<file path="src/logic/dual_link_mux_pkg.sv">
package dual_link_mux_pkg;

    // line lengths in words per link, one per rate family
    localparam logic [11:0] LINE_WORDS_60_30 = 12'h898;  // 2200
    localparam logic [11:0] LINE_WORDS_50_25 = 12'ha50;  // 2640
    localparam logic [11:0] LINE_WORDS_24 = 12'habe;     // 2750
    // chroma samples per line in the 4:2:2 format
    localparam logic [11:0] CHROMA_SAMPLES_60_30 = 12'h44c;  // 1100
    localparam logic [11:0] CHROMA_SAMPLES_50_25 = 12'h528;  // 1320
    localparam logic [11:0] CHROMA_SAMPLES_24 = 12'h55f;     // 1375
    localparam logic [11:0] ACTIVE_WORDS = 12'h780;          // 1920

    localparam logic [9:0] AUX_DEFAULT = 10'h064;
    localparam logic [9:0] AUX_MIN = 10'h004;
    localparam logic [9:0] AUX_MAX = 10'h3fb;

    localparam int UPPER_MSB = 11;
    localparam int UPPER_LSB = 2;
    localparam int LOWER_MSB = 1;
    localparam int PARITY_POS = 8;
    localparam int INV_PARITY_POS = 9;

    localparam logic [1:0] PHASE_A = 2'h0;
    localparam logic [1:0] PHASE_B = 2'h1;
    localparam logic [1:0] PHASE_C = 2'h2;
    localparam logic [1:0] PHASE_D = 2'h3;

    typedef enum logic [1:0] {
        RATE_60_30 = 2'b00,
        RATE_50_25 = 2'b01,
        RATE_24 = 2'b10
    } rate_t;

    typedef enum logic {
        FMT_RGB444 = 1'b0,
        FMT_YCC422 = 1'b1
    } fmt_t;

    // c0 = green or luma, c1 = blue or blue-difference, c2 = red or red-difference
    typedef struct packed {
        logic [11:0] c0;
        logic [11:0] c1;
        logic [11:0] c2;
    } pixel_t;

    typedef struct packed {
        pixel_t pix_even;
        pixel_t pix_odd;
        logic [9:0] aux_even;
        logic [9:0] aux_odd;
        logic aux_present;
    } pair_t;

    typedef struct packed {
        logic [9:0] prim;
        logic [9:0] sec;
        logic sec_low;
        logic sec_aux;
    } link_word_t;

endpackage

</file>
<file path="src/logic/dual_link_mux.sv">
// Function
// - rgb line holds 2200/2640/2750 samples
// - split samples into upper ten, lower two
// - primary: all green, even blue/red
// - secondary: odd blue/red, all low bits
// - rgb low word: green, blue, red, reserved
// - bit 8 makes even parity
// - bit 9 inverts bit 8
// - reserved low-word bits are zero
// - primary order blue, green, red, green
// - secondary order blue, low, red, low
// - 4:2:2 chroma has half luma samples
// - 4:2:2 primary: luma, even chroma
// - 4:2:2 secondary: low bits plus auxiliary
// - even 4:2:2 low word: luma, cb, cr
// - odd 4:2:2 low word: luma only
// - 4:2:2 primary order cb, y, cr, y
// - 4:2:2 secondary alternates auxiliary, low word
// - 1920 active words per line
// - missing auxiliary defaults to 064
// - auxiliary never 000-003 or 3fc-3ff
`timescale 1ns/1ps
`default_nettype none

module dual_link_mux (
    input wire logic i_sys_clk,                            // word clock, 250 MHz
    input wire logic i_srst,                               // synchronous reset, high
    input wire logic i_fmt,                                // 0 rgb 4:4:4, 1 ycc 4:2:2
    input wire logic [1:0] i_rate,                         // rate family select
    input wire logic i_line_start,                         // restart line, one pulse
    input wire dual_link_mux_pkg::pair_t i_pair,           // even/odd sample pair
    output logic o_pair_take,                              // i_pair taken this edge
    output dual_link_mux_pkg::link_word_t o_link,          // registered link words
    output logic [11:0] o_word_idx,                        // word index of o_link
    output logic [10:0] o_sample_idx,                      // sample index of o_link
    output logic o_active                                  // word in active image
);

    dual_link_mux_pkg::pair_t pair_q;
    logic [11:0] word_q;
    logic [11:0] line_words;
    logic [11:0] chroma_samples;
    logic [1:0] phase;
    logic line_wrap;
    logic [9:0] lo_even_full;
    logic [9:0] lo_odd_full;
    logic [9:0] lo_odd_luma;
    logic [9:0] aux_even;
    logic [9:0] aux_odd;
    dual_link_mux_pkg::link_word_t link_d;

    // reserved bits driven zero
    // low-bit word: {~parity, parity, a, b, c, reserved}
    function automatic logic [9:0] low_word(input logic [1:0] a, input logic [1:0] b,
                                            input logic [1:0] c);
        logic [7:0] d;
        logic p;
        d = {a, b, c, 2'b00};
        p = ^d;
        return {~p, p, d};
    endfunction

    function automatic logic [9:0] aux_fix(input logic [9:0] v, input logic present);
        logic [9:0] r;
        r = present ? v : dual_link_mux_pkg::AUX_DEFAULT;
        if (r < dual_link_mux_pkg::AUX_MIN) begin
            r = dual_link_mux_pkg::AUX_MIN;
        end else if (r > dual_link_mux_pkg::AUX_MAX) begin
            r = dual_link_mux_pkg::AUX_MAX;
        end
        return r;
    endfunction

    always_comb begin
        unique case (i_rate)
            dual_link_mux_pkg::RATE_50_25: begin
                line_words = dual_link_mux_pkg::LINE_WORDS_50_25;
                chroma_samples = dual_link_mux_pkg::CHROMA_SAMPLES_50_25;
            end
            dual_link_mux_pkg::RATE_24: begin
                line_words = dual_link_mux_pkg::LINE_WORDS_24;
                chroma_samples = dual_link_mux_pkg::CHROMA_SAMPLES_24;
            end
            default: begin
                line_words = dual_link_mux_pkg::LINE_WORDS_60_30;
                chroma_samples = dual_link_mux_pkg::CHROMA_SAMPLES_60_30;
            end
        endcase
    end

    assign phase = word_q[1:0];
    assign line_wrap = (word_q >= line_words - 12'h001);
    // a new pair is needed after the last word of a pair or of the line
    assign o_pair_take = (phase == dual_link_mux_pkg::PHASE_D) || line_wrap || i_line_start;

    always_ff @(posedge i_sys_clk) begin
        if (i_srst) begin
            word_q <= 12'h000;
        end else if (i_line_start || line_wrap) begin
            word_q <= 12'h000;
        end else begin
            word_q <= word_q + 12'h001;
        end
    end

    always_ff @(posedge i_sys_clk) begin
        if (i_srst) begin
            pair_q <= '0;
        end else if (o_pair_take) begin
            pair_q <= i_pair;
        end
    end

    // lower two bits into low words
    always_comb begin
        lo_even_full = low_word(pair_q.pix_even.c0[dual_link_mux_pkg::LOWER_MSB:0],
                                pair_q.pix_even.c1[dual_link_mux_pkg::LOWER_MSB:0],
                                pair_q.pix_even.c2[dual_link_mux_pkg::LOWER_MSB:0]);
        lo_odd_full = low_word(pair_q.pix_odd.c0[dual_link_mux_pkg::LOWER_MSB:0],
                               pair_q.pix_odd.c1[dual_link_mux_pkg::LOWER_MSB:0],
                               pair_q.pix_odd.c2[dual_link_mux_pkg::LOWER_MSB:0]);
        lo_odd_luma = low_word(pair_q.pix_odd.c0[dual_link_mux_pkg::LOWER_MSB:0],
                               2'b00, 2'b00);
        aux_even = aux_fix(pair_q.aux_even, pair_q.aux_present);
        aux_odd = aux_fix(pair_q.aux_odd, pair_q.aux_present);
    end

    // primary order, shared by both formats
    always_comb begin
        link_d = '0;
        unique case (phase)
            dual_link_mux_pkg::PHASE_A: begin
                link_d.prim = pair_q.pix_even.c1[11:2];
            end
            dual_link_mux_pkg::PHASE_B: begin
                link_d.prim = pair_q.pix_even.c0[11:2];
            end
            dual_link_mux_pkg::PHASE_C: begin
                link_d.prim = pair_q.pix_even.c2[11:2];
            end
            dual_link_mux_pkg::PHASE_D: begin
                link_d.prim = pair_q.pix_odd.c0[11:2];
            end
        endcase
        if (i_fmt == dual_link_mux_pkg::FMT_RGB444) begin
            unique case (phase)
                dual_link_mux_pkg::PHASE_A: begin
                    link_d.sec = pair_q.pix_odd.c1[11:2];
                end
                dual_link_mux_pkg::PHASE_B: begin
                    link_d.sec = lo_even_full;
                    link_d.sec_low = 1'b1;
                end
                dual_link_mux_pkg::PHASE_C: begin
                    link_d.sec = pair_q.pix_odd.c2[11:2];
                end
                dual_link_mux_pkg::PHASE_D: begin
                    link_d.sec = lo_odd_full;
                    link_d.sec_low = 1'b1;
                end
            endcase
        end else begin
            // secondary 4:2:2 alternates auxiliary and low word
            unique case (phase)
                dual_link_mux_pkg::PHASE_A: begin
                    link_d.sec = aux_even;
                    link_d.sec_aux = 1'b1;
                end
                dual_link_mux_pkg::PHASE_B: begin
                    link_d.sec = lo_even_full;
                    link_d.sec_low = 1'b1;
                end
                dual_link_mux_pkg::PHASE_C: begin
                    link_d.sec = aux_odd;
                    link_d.sec_aux = 1'b1;
                end
                dual_link_mux_pkg::PHASE_D: begin
                    link_d.sec = lo_odd_luma;
                    link_d.sec_low = 1'b1;
                end
            endcase
        end
    end

    always_ff @(posedge i_sys_clk) begin
        if (i_srst) begin
            o_link <= '0;
        end else begin
            o_link <= link_d;
        end
    end

    // position marks; sample index is word index halved
    always_ff @(posedge i_sys_clk) begin
        if (i_srst) begin
            o_word_idx <= 12'h000;
            o_sample_idx <= 11'h000;
            o_active <= 1'b0;
        end else begin
            o_word_idx <= word_q;
            o_sample_idx <= word_q[11:1];
            o_active <= (word_q < dual_link_mux_pkg::ACTIVE_WORDS);
        end
    end
endmodule

`default_nettype wire

</file>
<file path="config.mk">
export PLATFORM = sky130hd
export DESIGN_NAME = dual_link_mux
export DESIGN_NICKNAME = d
export VERILOG_FILES = /design/src/logic/dual_link_mux_pkg.sv /design/src/logic/dual_link_mux.sv
export SDC_FILE = /design/constraint.sdc
export NUM_CORES = 1
export LEC_CHECK = 0
export ABC_AREA = 1
export BUFFER_PORTS_ARGS = -buffer_cell sky130_fd_sc_hd__buf_2
export CAP_MARGIN = 20
export CORE_MARGIN = 8
export CORE_UTILIZATION = 35
export CTS_BUF_LIST = sky130_fd_sc_hd__clkbuf_16
export DETAILED_ROUTE_END_ITERATION = 12
export PLACE_DENSITY = 0.52
export SLEW_MARGIN = 0
export SYNTH_ARGS = -nofsm -noshare
export SYNTH_HDL_FRONTEND = slang
export SYNTH_SLANG_ARGS = --single-unit
</file>
<file path="constraint.sdc">
create_clock -name i_sys_clk -period 2.5 [get_ports i_sys_clk]
set_input_delay 0.25 -clock i_sys_clk [delete_from_list [all_inputs] [get_ports i_sys_clk]]
set_output_delay 0.25 -clock i_sys_clk [all_outputs]
set_load 0.02 [all_outputs]
</file>
==> out/metrics.cfg <==
[run_status]
status=finished clean

[power]
p_switching_mw=1.54
p_per_area_nw_per_um2=690
pwr-share-clk=0.451
power.leakage_nw=4.11
ir_worst_vdd_uv=408
pwr-share-comb=0.130
internal_power_mw=4.32
swShare=0.263
seqPwrFrac=0.419

[global_routing]
grt_max_degree=77
grt_use_total=0.170
grt_pass1_wl_um=33200
antenna_found_initial=0
overflow=0
grt_pass1_vias=6578

[layout]
final_cell_mix=nand2_1, buf_2, dfxtp_1
diodes=0
final_common_cell=nand2_1
fin_nets=1261
syn_to_final_growth_pct=22.3
drive_gt1_frac=0.178
fillerInstances=2069

[sta]
relSlewSlack=0.621
clock_skew_ns=0.0109
tightest_slew_ns=0.569
tns_ns=0
hold_ws_ns=0.0348
rsz0062_at_grt=no
finalHoldViolCount=0
period_minus_slack_ns=2.35
setup_viol=0
slew_viol_final=0
fmax_ghz=0.426
fin_crit_sh=0.938

[floorplanning]
num_io_pins=146
die_h_um=157
rows=51
core-area_sq_um=19500
die_width_um=157
dieArea_sq_um=24600
start_util=0.356

[setup_path]
crit_slowest_cell=dfxtp_2
cp-start-kind=register
setup.worst_path.end_class=output pin
path_cells=ha_1, a21oi_1, nor2_1, o21ai_1, nand2_1, nor2_4, buf_12, nand2_1, buf_2
crit_type=register to output pin
crit_fanout=12
arrival_ns=2.10
cp_slowest_stage_delay_ns=0.35
crit_required_ns=2.25
crit_top_cell=nand2_1

[place]
gp_congestion=0.805
port_buffers=145
hpwl_um=14900

[clock_network]
cts_tree=built
cts_buffers=17
clock-sinks=140
cts_hold_buf=0
clk_pin_slew_ns=0.06
insertion_delay_ns=0.43
clock-root-buffer=clkbuf_16
clk_path_buf_depth=2
cts.htree.levels=4

[synthesis]
yosys_warnings=0
yosysSeqAreaShare=0.404
syn_nets=1151
ys_seq_elements=140
netlist_area_sq_um=6940
avgSynthCellArea_sq_um=6.68
synth.distinct_cells=31
netlist_instances=1038

[worst_hold_path]
hold_class=input pin to register

[detailed_routing]
dr.pass1.iters=4
drc=0
via_per_inst=4.70
drtIter0Drc=358
wirelength_um=21000
antenna_left=0
wl_per_cell_um=14.7
vias=6698

[job]
maxCapViolCount=0

==> synthesized netlist by cell type <==
cell | number | area [sq um]
a21oi_1 | 125 | 626
ha_1 | 14 | 175
o22ai_1 | 8 | 50.1
inv_1 | 128 | 480
nor3_1 | 15 | 75.1
buf_2 | 8 | 40.0
nor2_4 | 1 | 11.3
nand4_1 | 6 | 37.5
inv_2 | 3 | 11.3
o21bai_1 | 1 | 7.51
buf_6 | 7 | 78.8
nor4_1 | 2 | 12.5
xnor2_1 | 2 | 17.5
buf_4 | 19 | 143
nand3_1 | 121 | 606
xor2_1 | 2 | 17.5
a311oi_1 | 1 | 8.76
clkbuf_1 | 34 | 128
nand2_1 | 201 | 754
nand3b_1 | 1 | 7.51
a221oi_1 | 1 | 8.76
clkinv_1 | 1 | 3.75
o221ai_1 | 2 | 17.5
o21ai_0 | 31 | 155
buf_1 | 12 | 45.0
o31ai_1 | 2 | 15.0
nor2_1 | 135 | 507
nor3_2 | 1 | 10.0
o21ai_1 | 2 | 10.0
dfxtp_1 | 140 | 2800
a31oi_1 | 12 | 75.1
==> power groups by stage <==
stage / sequential [mW] / clock (mW) / combinational [mW]
floorplan: 2.51 / 0 / 0.476
global placement: 2.50 / 0 / 0.753
detailed placement: 2.50 / 0 / 0.755
CTS: 2.45 / 2.69 / 0.759
global route: 2.47 / 2.80 / 0.866
finish: 2.45 / 2.64 / 0.761
==> what timing repair did <==
| item | CTS | global route |
|---|---|---|
| setup buffers | 0 | 3 |
| setup endpoints to repair | 0 | 1 |
| gates resized for setup | 0 | 3 |
==> worst max-delay path, delay by kind of cell, from the launching register on <==
family	cells	cell delay (ns)
AO/OA/AOI/OAI	2	0.27
adder cells (fa/ha/maj)	1	0.30
buffers and inverters	2	0.34
flip-flops	1	0.35
AND/OR/NAND/NOR	4	0.40
==> through the flow <==
stage          worst slack [ns]  instances   util  total power [mW]  cell area, sq um
4_1_cts                  0.0398       1422  0.433              5.91              8430
6_report                  0.154       1426  0.436              5.86              8490
3_5_place_dp              0.210       1390  0.402              3.26              7830
5_1_grt                  0.0107       1426  0.436              6.13              8490
2_1_floorplan             0.476       1038      -              2.99              6940
3_3_place_gp              0.247       1390  0.402              3.25              7830
==> final timing paths <==
kind | start | slack [ns] | cells after the start | end
max | word_q[1] | 0.15 | 9 | o_pair_take
min | i_pair[17] | 0.03 | 3 | pair_q[17]
max reg2reg | word_q[0] | 0.37 | 9 | o_link[7]
min reg2reg | pair_q[60] | 0.48 | 2 | o_link[13]
==> routing by layer <==
metal	part of all wire	global-route usage
met5	0	0
met4	0.019	0.0668
met3	0.053	0.0389
met2	0.47	0.280
met1	0.46	0.213
==> cell type report <==
cell class | count | area, sq um | area share
clock buffers | 17 | 425 | 0.0501
clock inverters | 15 | 179 | 0.0211
inverters | 132 | 500 | 0.0590
multi-input cells | 686 | 3200 | 0.378
flip-flops and latches | 140 | 2810 | 0.331
well taps | 265 | 332 | 0.0391
repair buffers | 171 | 1040 | 0.122
==> cells by family after synthesis <==
logic type	Yosys count	share of synthesized area
flops	140	0.404
simple gates	483	0.291
xor+xnor	4	0.00505
fa+ha+maj	14	0.0253
buf+inv	212	0.134
compound gates	185	0.140
==> sequential cells by signal, indices dropped and copies added, names as in the netlist <==
signal / flops
o_word_idx: 12
lo_even_full: 6
o_active: 1
lo_odd_full: 6
pair_q: 81
o_link: 22
word_q: 12
No activity file was read; power rests on OpenSTA's default activity.
